--- src/design/iic_cfg.svh ---
// Constants for the isolated input change-of-state port.
// Assumes a 10 MHz system clock; included by bare name.
`ifndef IIC_CFG_SVH
`define IIC_CFG_SVH
`define IIC_OFS_DATA_LO 3'h0
`define IIC_OFS_CLEAR 3'h1
`define IIC_OFS_ARM 3'h2
`define IIC_OFS_DATA_HI 3'h3
`define IIC_CLK_HZ 10000000
`define IIC_SLOW_TC_US 4700
`define IIC_FAST_TC_US 10
`define IIC_SLOW_CYC ((`IIC_SLOW_TC_US * (`IIC_CLK_HZ / 1000000)))
`define IIC_FAST_CYC ((`IIC_FAST_TC_US * (`IIC_CLK_HZ / 1000000)))
`define IIC_CNT_W 16
`define IIC_NCH 16
`define IIC_IRQ_W 4
`define IIC_NLINE 16
// Host lines that may carry the interrupt; the others belong to system devices
`define IIC_IRQ_OK 16'hDCFC
`define IIC_ARM_RST 1'b0
`define IIC_PEND_RST 1'b0
`endif

--- src/design/iic_pkg.sv ---
// Types for the isolated input change-of-state port.
// Assumes iic_cfg.svh supplies the constants.
`include "iic_cfg.svh"
package iic_pkg;
    typedef struct packed {
        logic [2:0] addr;
        logic [7:0] wdata;
        logic rd;
        logic wr;
    } iic_bus_req_t;
    typedef enum logic [1:0] {
        IIC_IDLE = 2'b01,
        IIC_BUSY = 2'b10
    } iic_acc_t;
endpackage

--- src/design/iic_top.sv ---
// Sixteen-channel isolated input port with change-of-state interrupt.
// Holds the byte-wide host registers, the arm state and the sticky interrupt.
// Assumes a host byte bus already decoded to the board's eight addresses,
// on the same clock as this block, with strobes that stay high for a whole cycle.
// Field inputs are asynchronous; filter and line selects are static straps.
// Overview of operation
// - Eight consecutive byte offsets are picked by addr once the outside base decode asserts cs.
// - All accesses are single 8-bit bytes.
// - Sixteen independent inputs are monitored for level changes.
// - Reading offset two arms change-of-state interrupts and returns the arm bit.
// - While armed, any edge that passes an input's filter raises the interrupt.
// - Writing offset one clears the pending interrupt.
// - Interrupt stays asserted until software clears it.
// - Writing offset two disarms; a later read re-arms.
// - Interrupt drives one host line chosen by static select, none if the select names a masked system line.
// - Per-channel slow filter 4.7 ms, else about 10 us.
`timescale 1ns/1ns
`default_nettype none
`include "iic_cfg.svh"
module iic_top
(
    input wire logic mclk,
    input wire logic reset,
    input wire logic cs,
    input wire logic [2:0] addr,
    input wire logic rd,
    input wire logic wr,
    input wire logic [7:0] wdata,
    output logic [7:0] rdata,
    output logic rdata_en,
    input wire logic [15:0] inputs,
    input wire logic [15:0] slow_filter_sel,
    input wire logic [3:0] irq_sel,
    output logic [15:0] irq_lines,
    output logic irq_pending
);
    iic_pkg::iic_bus_req_t req;
    iic_pkg::iic_acc_t acc_r;
    logic [15:0] level;
    logic [15:0] prev_r;
    logic [15:0] chg;
    logic armed_r;
    logic rd_pulse;
    logic wr_pulse;
    logic change;
    logic hit_clear;
    logic hit_arm;

    // Lines of system devices are masked out, so a bad select cannot collide with them.
    // A masked select leaves the interrupt silent rather than misrouted.
    localparam logic [15:0] line_ok = `IIC_IRQ_OK;

    // ****************************************
    // Bus request
    // ****************************************
    // The base compare sits outside; cs marks the eight offsets and addr picks one.
    assign req = '{addr: addr, wdata: wdata, rd: rd & cs, wr: wr & cs};

    // ****************************************
    // Offset decode
    // ****************************************
    // Data offsets are decoded in the read mux; these two carry the strobes.
    assign hit_clear = (req.addr == `IIC_OFS_CLEAR);
    assign hit_arm = (req.addr == `IIC_OFS_ARM);

    // ****************************************
    // Strobe edge detection
    // ****************************************
    // A strobe may last many clocks; it arms, disarms or clears only on its first cycle.
    // Held strobes are refused after that, so a slow host cannot re-arm twice.
    always_ff @(posedge mclk or posedge reset)
    begin
        if (reset)
        begin
            acc_r <= iic_pkg::IIC_IDLE;
        end
        else if (req.rd | req.wr)
        begin
            acc_r <= iic_pkg::IIC_BUSY;
        end
        else
        begin
            acc_r <= iic_pkg::IIC_IDLE;
        end
    end
    assign rd_pulse = req.rd & (acc_r == iic_pkg::IIC_IDLE);
    assign wr_pulse = req.wr & (acc_r == iic_pkg::IIC_IDLE);

    // ****************************************
    // Input channels
    // ****************************************
    // Each channel has its own synchroniser and filter, so a slow one never delays a fast one.
    genvar i;
    generate
        for (i = 0; i < `IIC_NCH; i++)
        begin : g_ch
            iic_filter u_filt
            (
                .mclk(mclk),
                .reset(reset),
                .raw(inputs[i]),
                .slow_sel(slow_filter_sel[i]),
                .level(level[i])
            );
            // Either direction of a level move counts.
            assign chg[i] = level[i] ^ prev_r[i];
        end
    endgenerate

    // ****************************************
    // Change detection
    // ****************************************
    // Clears to the filters' reset level, so no false change follows reset.
    // Inputs already high at reset still show one change once filtered, while disarmed.
    always_ff @(posedge mclk or posedge reset)
    begin
        if (reset)
        begin
            prev_r <= 16'h0000;
        end
        else
        begin
            prev_r <= level;
        end
    end
    assign change = |chg;

    // ****************************************
    // Arm state
    // ****************************************
    // A disarm write outranks a re-arm read; one strobe never carries both.
    always_ff @(posedge mclk or posedge reset)
    begin
        if (reset)
        begin
            armed_r <= `IIC_ARM_RST;
        end
        else if (wr_pulse && hit_arm)
        begin
            armed_r <= 1'b0;
        end
        else if (rd_pulse && hit_arm)
        begin
            armed_r <= 1'b1;
        end
    end

    // ****************************************
    // Pending interrupt
    // ****************************************
    // An edge in the clearing cycle wins so no change is lost.
    always_ff @(posedge mclk or posedge reset)
    begin
        if (reset)
        begin
            irq_pending <= `IIC_PEND_RST;
        end
        else if (armed_r && change)
        begin
            irq_pending <= 1'b1;
        end
        else if (wr_pulse && hit_clear)
        begin
            irq_pending <= 1'b0;
        end
    end

    // ****************************************
    // Interrupt routing
    // ****************************************
    // Only the selected line follows the pending flag, and only if it is permitted; the rest stay low.
    genvar j;
    generate
        for (j = 0; j < `IIC_NLINE; j++)
        begin : g_line
            assign irq_lines[j] = irq_pending & line_ok[j] & (irq_sel == 4'(j));
        end
    endgenerate

    // ****************************************
    // Read data
    // ****************************************
    // Byte-wide only: the sixteen inputs show as two bytes, spare offsets read zero.
    always_ff @(posedge mclk or posedge reset)
    begin
        if (reset)
        begin
            rdata <= 8'h00;
        end
        else if (req.rd)
        begin
            unique case (req.addr)
                `IIC_OFS_DATA_LO:
                begin
                    rdata <= level[7:0];
                end
                `IIC_OFS_DATA_HI:
                begin
                    rdata <= level[15:8];
                end
                `IIC_OFS_ARM:
                begin
                    rdata <= {7'h00, armed_r};
                end
                default:
                begin
                    rdata <= 8'h00;
                end
            endcase
        end
    end

    // ****************************************
    // Read drive enable
    // ****************************************
    // Combinational so the host data bus is driven in the very cycle of the read.
    assign rdata_en = req.rd;
endmodule
`default_nettype wire

--- src/design/iic_filter.sv ---
// One input channel: two-flop synchroniser and a hold-off filter.
// Assumes a raw asynchronous input and a static filter select.
`timescale 1ns/1ns
`default_nettype none
`include "iic_cfg.svh"
module iic_filter
(
    input wire logic mclk,
    input wire logic reset,
    input wire logic raw,
    input wire logic slow_sel,
    output logic level
);
    logic sync1_r;
    logic sync2_r;
    logic [`IIC_CNT_W-1:0] cnt_r;
    logic [`IIC_CNT_W-1:0] limit;

    // ****************************************
    // Synchroniser
    // ****************************************
    always_ff @(posedge mclk or posedge reset)
    begin
        if (reset)
        begin
            sync1_r <= 1'b0;
            sync2_r <= 1'b0;
        end
        else
        begin
            sync1_r <= raw;
            sync2_r <= sync1_r;
        end
    end

    // ****************************************
    // Filter
    // ****************************************
    // A new level is accepted only after it has held for the whole time constant,
    // so AC ripple on a slow channel never toggles the output.
    assign limit = slow_sel ? `IIC_CNT_W'(`IIC_SLOW_CYC) : `IIC_CNT_W'(`IIC_FAST_CYC);

    always_ff @(posedge mclk or posedge reset)
    begin
        if (reset)
        begin
            cnt_r <= 16'h0000;
            level <= 1'b0;
        end
        else if (sync2_r == level)
        begin
            cnt_r <= 16'h0000;
        end
        else if (cnt_r >= limit - 16'h0001)
        begin
            cnt_r <= 16'h0000;
            level <= sync2_r;
        end
        else
        begin
            cnt_r <= cnt_r + 16'h0001;
        end
    end
endmodule
`default_nettype wire

--- config.mk ---
export PLATFORM = sky130hd
export DESIGN_NAME = iic_top
export DESIGN_NICKNAME = d
export VERILOG_FILES = /design/src/design/iic_pkg.sv /design/src/design/iic_top.sv /design/src/design/iic_filter.sv
export VERILOG_INCLUDE_DIRS = /design/src /design/src/design
export SDC_FILE = /design/constraint.sdc
export NUM_CORES = 1
export LEC_CHECK = 0
export BUFFER_PORTS_ARGS = -buffer_cell sky130_fd_sc_hd__buf_2
export CORE_MARGIN = 1.5
export CORE_UTILIZATION = 55
export DETAILED_ROUTE_END_ITERATION = 10
export PLACE_DENSITY = 0.71
export SKIP_CTS_REPAIR_TIMING = 1
export SLEW_MARGIN = 20
export SYNTH_ARGS = -nofsm -noshare
export SYNTH_HDL_FRONTEND = slang
export SYNTH_SLANG_ARGS = --single-unit
export TNS_END_PERCENT = 10
--- constraint.sdc ---
create_clock -name mclk -period 15.69 [get_ports mclk]
set_input_delay 3.138 -clock mclk [delete_from_list [all_inputs] [get_ports mclk]]
set_output_delay 3.138 -clock mclk [all_outputs]
set_load 0.01 [all_outputs]
# Yosys cells after proc, flatten, opt, wreduce, memory -nomap -nowiden

Cells that the tools add are included.

Bits in registers: 332
Input port bits: 52
Output and inout bits: 26
Word-level logic and storage cells: 274

Add/sub/neg operators: 32
$lt $le $gt $ge: 16
Eq/ne operators: 31
Multiplexer cells: 54
Bitwise gates (word level): 48
Reductions and logical operators: 24

Operator list:

| kind                    | number |
|---|---|
| $mux W16                | 48 |
| $add A16 B1 Y16 const B | 16 |
| $ge A16 B16 Y1          | 16 |
| $sub A16 B1 Y16 const B | 16 |
| $reduce_and A2 Y1       | 16 |
| $pmux W8 S3             | 1 |
| $eq A4 B4 Y1 const B    | 5 |
| $eq A1 B1 Y1            | 16 |
| $eq A4 B3 Y1 const B    | 4 |
| $not A1 Y1              | 16 |
| $reduce_or A16 Y1       | 1 |
| $xor A1 B1 Y1           | 16 |
| $and A1 B1 Y1           | 15 |
| $eq A4 B2 Y1 const B    | 2 |
| $eq A3 B2 Y1 const B    | 2 |
| $logic_and A1 B1 Y1     | 4 |
| $mux W1                 | 4 |
| $reduce_bool A2 Y1      | 2 |
| $eq A3 B1 Y1 const B    | 1 |
| $logic_not A3 Y1        | 1 |
| $eq A2 B1 Y1 const B    | 1 |
| $mux W2                 | 1 |
| $or A1 B1 Y1            | 1 |

# Depth between registers and ports, before layout

Gate-level depths: netlist of run 1.

Word-level depth: 5
Depth in mapped cells: 7
Mapped depth without buffers: 6

# Cells and area by module

Synthesis of run 1 repeated with hierarchy kept, for this count alone.

Cells, all modules: 1,906
Area total of the unflattened synthesis: 19,432.4 µm²

By module, submodules not included:

| module     | times used | cells an instance | area an instance (µm²) | seq. area each (µm²) |
|---|---|---|---|---|
| iic_filter | 16         | 112               | 1,136.1                | 475.5 |
| iic_top    | 1          | 114               | 1,255.0                | 701.9 |

# Least setup slack after synthesis of run 1

OpenSTA, ideal clock, no wires.

Kind: input-to-output
Start: input port irq_sel[3]
End: output port irq_lines[3]
Data arrival time: 3,793 ps
Required time: 12,552 ps
Slack: 8,759 ps
Stages on the path: 2
Buffers on the path: 0
Cells stage by stage: or3b_2 > nor2_1

Word-level cells in the longest chain between the ends: 2

RTL lines:

| element            | line           | source |
|---|---|---|
| start: declaration | iic_top.sv:33  | `input wire logic [3:0] irq_sel,` |
| $eq A4 B2 Y1       | iic_top.sv:176 | `assign irq_lines[j] = irq_pending & line_ok[j] & (irq_sel == 4'(j));` |
| $and A1 B1 Y1      | iic_top.sv:176 |  |
| end: declaration   | iic_top.sv:34  | `output logic [15:0] irq_lines,` |

Every way passes these cells.

# Worst setup path in the final report of run 1

Same ends and word-level chain as after synthesis.

==> impl_metrics.toml, run 1 <==
[power_and_ir_drop]
switching_share_pct = 23.3
switchingPower_uw = 433
pwr-share-seq_pct = 47.9
cellInternalPower_mw = 1.42
irDropWorstVdd_mv = 0.0743
clkPwrFrac_pct = 46.1
p_comb_share_pct = 6.0
leakagePower_nw = 8.93
power.density_nw_per_um2 = 86.5

[finish]
nNetsFinal = 2205
drive_above_1_share_pct = 8.54
synthToLayoutAreaGrowth_pct = 10.7

[timing]
fin_crit_sh_pct = 45.5
grt_setup_unrepaired = "false"
hold_viol_final = 0
tightest_slew_ns = 1.12
finalClockSkew_ns = 0.0140
relSlewSlack_pct = 25.3
timing.fmax_mhz = 140
setup-violations-final = 0
drv_slew = 0
fin_crit_ns = 7.14
setup_tns_ns = 0
hold_slack_ns = 0.333

[detailed_routing]
wl_met1_um = 18500
dr.pass1.iters = 5
top_layer = "met5"
via_per_inst = 6.08
ant_nets = 0
routed_wl_um = 40200
drtIter0Drc = 799
drc = 0
route.met3.wl_um = 1370
wl_per_cell_um = 16.4
wl_met2_um = 19400
vias = 14874

[cts]
insertion_delay_ns = 0.53
clk_pin_slew_worst_paths_ns = 0.06
clockBufferDepth = 3
cts_buffers = 37
cts.sinks = 332
clockRootBuffer = "clkbuf_16"
cts_tree = "yes"
cts_max_level = 2

[global_route]
antenna_found_initial = 3
grt_overflow = 0
grt_usage_pct = 22.8
grt_max_degree = 107
grt_pass1_vias = 15058
grt_pass1_wl_um = 70000

[critical_path]
r2r_setup_slack_ns = 13.28
cp_cell_sequence = "buf_2 -> or3b_2 -> nor2_1 -> buf_2"
cp-start-kind = "primary input"
path_class = "primary input to output pin"
r2r_end = "g_ch[7].u_filt.level$_DFFE_PP0P_"
path_depth = 4
cp-endpoint = "irq_lines[3]"
end_kind = "output pin"
cp_top_family = "simple AND/OR/NAND/NOR gates"
reg2reg_from = "g_ch[7].u_filt.cnt_r[5]$_DFF_PP0_"
crit_arrival_ns = 4.01
crit_top_cell = "buf_2"
critPathLaunch = "irq_sel[3]"
slowest_delay_ns = 0.49
worstPathMaxFanout = 4
critPathRequiredTime_ns = 12.55
worst_path_max_delay_cell = "or3b_2"
reg2reg_depth = 5
worst-path-buf-inv = 2

[synth]
synthCells = 1893
synth_seq_area_share_pct = 42.8
syn_area_per_cell_um2 = 10.3
ys_warn_count = 0
synthArstFlopShare_pct = 100
synth_top_cell_by_area = "dfrtp_1"
yosysTopAreaCellShare_pct = 42.7
synth_seq_cells = 332
synthesis.area_um2 = 19400
ys_types = 51
synth_top_cells_by_area = "dfrtp_1, ha_1, xnor2_1, nor3_1, xor2_1"
ys.flop_type = "dfrtp_1"
synth_enable_flop_cells = 0

[die]
die_area_um2 = 36400
fp.dieW_um = 191
fp.dieH_um = 191
fp.coreArea_um2 = 34600
start_util_pct = 56.0
io_pins = 78
row_count = 68

[worst_hold_path]
min_path_type = "flip-flop to flip-flop"

[run]
drv_cap = 0

[outcome]
status = "complete, no violations"

[place]
place_congestion = 0.813
hpwl_um = 27600
portBuffers = 64
[power by group through the flow]
stage	clock (mW)	sequential, mW	combinational (mW)
final	0.856	0.890	0.111
after CTS	0.878	0.890	0.112
after detailed placement	0	0.906	0.112
after global placement	0	0.905	0.105
after global routing	0.912	0.892	0.129
after floorplan	0	0.902	0.0786
[through the flow]
step	utilization, %	worst slack [ns]	instances	cell area, um2	total power, mW
global placement	58.2	8.58	2377	20200	1.01
detailed placement	58.2	8.56	2377	20200	1.02
floorplan	-	3.36	1897	19400	0.981
global route	62.0	8.50	2445	21500	1.93
CTS	61.7	8.56	2445	21400	1.88
finish	62.0	8.55	2446	21500	1.86
[worst min path at each step]
stage	from	endpoint	slack, ns	cells after the start
after floorplan	g_ch[0].u_filt.sync1_r$_DFF_PP0_	g_ch[0].u_filt.sync2_r$_DFF_PP0_	0.33	0
after global placement	g_ch[1].u_filt.sync1_r$_DFF_PP0_	g_ch[1].u_filt.sync2_r$_DFF_PP0_	0.34	0
after detailed placement	g_ch[1].u_filt.sync1_r$_DFF_PP0_	g_ch[1].u_filt.sync2_r$_DFF_PP0_	0.33	0
after CTS	g_ch[1].u_filt.sync1_r$_DFF_PP0_	g_ch[1].u_filt.sync2_r$_DFF_PP0_	0.34	0
after global routing	g_ch[1].u_filt.sync1_r$_DFF_PP0_	g_ch[1].u_filt.sync2_r$_DFF_PP0_	0.34	0
final	g_ch[1].u_filt.sync1_r$_DFF_PP0_	g_ch[1].u_filt.sync2_r$_DFF_PP0_	0.33	0
[layout make-up]
cell class	instances	area, um2
well taps	455	569
diodes	1	2.50
multi-input cells	1463	10800
inverters	59	229
fillers	2843	13200
clock inverters	10	104
clock buffers	58	1100
flip-flops and latches	332	8310
repair buffers	68	358
[state kept, by name, indices dropped and copies added, names as in the netlist]
name and flops:
g_ch.u_filt.level 16, rdata 8, g_ch.u_filt.sync2_r 16, armed_r 1
irq_pending 1, g_ch.u_filt.sync1_r 16, prev_r 16, acc_r 2
g_ch.u_filt.cnt_r 256
[cells in the final DEF (no fill, tap or decap), drive strengths merged, types with 2 or more instances in the layout]
cell	netlist	routed
ha	192	192
nand2	101	101
o21ai	16	16
a2111o	16	16
o211ai	16	16
buf	5	68
xnor2	154	154
nor3b	18	18
nand4b	32	32
a22oi	8	8
o22a	16	16
inv	59	60
clkinv	0	7
nand3	133	133
conb	1	5
and4	6	6
a21oi	49	49
bufinv	0	2
a21o	32	32
clkbuf	38	58
nor4	41	41
nor3	256	256
xor2	73	73
a211oi	77	77
nand4	73	73
or3b	2	2
and2	5	5
o41ai	2	2
o31ai	20	20
or3	15	15
dfrtp	331	331
and3	15	15
or2	3	3
or4	21	21
a211o	16	16
nor2	43	43
[synthesized netlist by cell type, drive strengths merged, types with 2 or more instances]
| cell type | instances |
|---|---|
| dfrtp | 331 |
| nor3 | 256 |
| ha | 192 |
| xnor2 | 154 |
| nand3 | 133 |
| nand2 | 101 |
| a211oi | 77 |
| nand4 | 73 |
| xor2 | 73 |
| inv | 59 |
| a21oi | 49 |
| nor2 | 43 |
| nor4 | 41 |
| clkbuf | 38 |
| a21o | 32 |
| nand4b | 32 |
| or4 | 21 |
| o31ai | 20 |
| nor3b | 18 |
| a2111o | 16 |
| a211o | 16 |
| o211ai | 16 |
| o21ai | 16 |
| o22a | 16 |
| and3 | 15 |
| or3 | 15 |
| a22oi | 8 |
| and4 | 6 |
| and2 | 5 |
| buf | 5 |
| or2 | 3 |
| o41ai | 2 |
| or3b | 2 |
[routing by layer]
| layer | vias up | global-route usage [%] |
|---|---|---|
| met5 | - | 0 |
| met4 | 2 | 6.87 |
| met1 | 7342 | 30.3 |
| li1 | 7288 | - |
| met2 | 180 | 38.5 |
| met3 | 62 | 3.11 |
[kinds of logic (layout without fill, tap and decap cells)]
| group | after synthesis | count (layout) | synth area share, % |
|---|---|---|---|
| AOI/OAI and AO/OA | 271 | 271 | 10.6 |
| xor gates and xnor gates | 227 | 227 | 10.2 |
| adders and majority gates | 192 | 192 | 12.4 |
| buffers and inverters | 102 | 195 | 2.07 |
| DFF | 332 | 332 | 42.8 |
| muxes | 1 | 1 | 0.0580 |
| other | 1 | 6 | 0.0193 |
| and+or+nand+nor | 767 | 767 | 21.8 |
Note: power is estimated with default switching activity, not from simulation.
==> inputs of run 2 (changes only) <==
- clock period: 15.69 -> 6.8 ns (I/O delays scaled with it)
==> impl_metrics.toml, run 2 (same netlist as run 1, synthesis figures left out) <==
[detailed_routing]
dr.pass1.iters = 5
wl_per_cell_um = 16.3
routed_wl_um = 39800
ant_nets = 0
vias = 14797
via_per_inst = 6.05
drc = 0
drtIter0Drc = 776

[cts]
cts_max_level = 2
clk_pin_slew_worst_paths_ns = 0.05
cts.sinks = 332
cts_buffers = 38
insertion_delay_ns = 0.54
cts_tree = "yes"
clockBufferDepth = 3
clockRootBuffer = "clkbuf_16"

[critical_path]
crit_arrival_ns = 2.18
critPathRequiredTime_ns = 5.44
end_kind = "output pin"
cp-start-kind = "primary input"
worstPathMaxFanout = 4
path_class = "primary input to output pin"

[global_route]
grt_overflow = 0
grt_pass1_vias = 14656
grt_max_degree = 188
antenna_found_initial = 2
grt_usage_pct = 22.6
grt_pass1_wl_um = 68800

[finish]
fill_cells = 2738
mostFrequentLayoutCells = "dfrtp_1, nor3_1, ha_1"
final_common_cell = "dfrtp_1"
fin_util_pct = 62.5
synthToLayoutAreaGrowth_pct = 11.5
largest_register_ffs = 256
regMostFlops = "g_ch.u_filt.cnt_r"
nNetsFinal = 2205
drive_above_1_share_pct = 8.89

[die]
start_util_pct = 56.0
die_area_um2 = 36400
fp.coreArea_um2 = 34600
fp.dieH_um = 191
row_count = 68
fp.dieW_um = 191
io_pins = 78

[timing]
finalClockSkew_ns = 0.0107
drv_slew = 0
tightest_slew_ns = 1.10
setup_tns_ns = 0
setup-violations-final = 0
relSlewSlack_pct = 26.3
grt_setup_unrepaired = "false"
fin_crit_sh_pct = 52.1
hold_viol_final = 0
fin_ws_ns = 3.26
fin_crit_ns = 3.54
timing.fmax_mhz = 282

[place]
hpwl_um = 27200
place_congestion = 0.826
place_ws_ns = 3.11
portBuffers = 64

[power_and_ir_drop]
irDropWorstVdd_mv = 0.215
power.density_nw_per_um2 = 206
leakagePower_nw = 8.99

[outcome]
status = "complete, no violations"

[worst_hold_path]
min_path_type = "flip-flop to flip-flop"

[run]
drv_cap = 0
## run 2: routing by layer
layer  vias up  GRT usage, %  wire [um]
li1       7273             -          -
met1      7255          30.1      18500
met2       192          37.1      18600
met3        75          3.77       1560
met4         2          8.03       1080
met5         -             0         13
## run 2: path summary, 6_finish.rpt
check | start | to | slack (ns) | cells after the start
worst min-delay path | g_ch[9].u_filt.sync1_r$_DFF_PP0_ | g_ch[9].u_filt.sync2_r$_DFF_PP0_ | 0.35 | 0
worst max register to register | g_ch[0].u_filt.cnt_r[5]$_DFF_PP0_ | g_ch[0].u_filt.level$_DFFE_PP0P_ | 4.40 | 5
max in group asynchronous | reset | g_ch[14].u_filt.cnt_r[9]$_DFF_PP0_ | 4.52 | 4
worst min register to register | g_ch[9].u_filt.sync1_r$_DFF_PP0_ | g_ch[9].u_filt.sync2_r$_DFF_PP0_ | 0.35 | 0
worst max-delay path | irq_sel[3] | irq_lines[3] | 3.26 | 4
min in group asynchronous | reset | g_ch[1].u_filt.sync1_r$_DFF_PP0_ | 0.92 | 2
## run 2: critical path, stage by stage
cell and delay [ns]:
buf_2 0.11, or3b_2 0.47, nor2_1 0.11, buf_2 0.13
## run 2: power by group
| group | internal (mW) | switching [mW] |
|---|---|---|
| Combinational | 0.0874 | 0.171 |
| Sequential | 2.02 | 0.0390 |
| Clock | 1.33 | 0.822 |
| Total | 3.43 | 1.03 |
## run 2: cell type report
type | instances | area (um2) | share of cell area (%)
inverter | 59 | 225 | 1.04
timing repair buffer | 67 | 388 | 1.79
antenna | 1 | 2.50 | 0.0116
sequential | 332 | 8310 | 38.4
clock inverter | 14 | 185 | 0.856
multi-input combinational | 1463 | 10800 | 49.9
tap | 455 | 569 | 2.63
clock buffer | 56 | 1150 | 5.32
## run 2: metrics by stage
step,instance area (um2),power (mW),instances,hold WS [ns]
finish,21600,4.46,2447,0.346
global placement,20200,2.33,2375,0.334
floorplan,19400,2.26,1897,0.331
detailed placement,20200,2.35,2375,0.335
CTS,21500,4.52,2445,0.347
global route,21600,4.64,2446,0.352
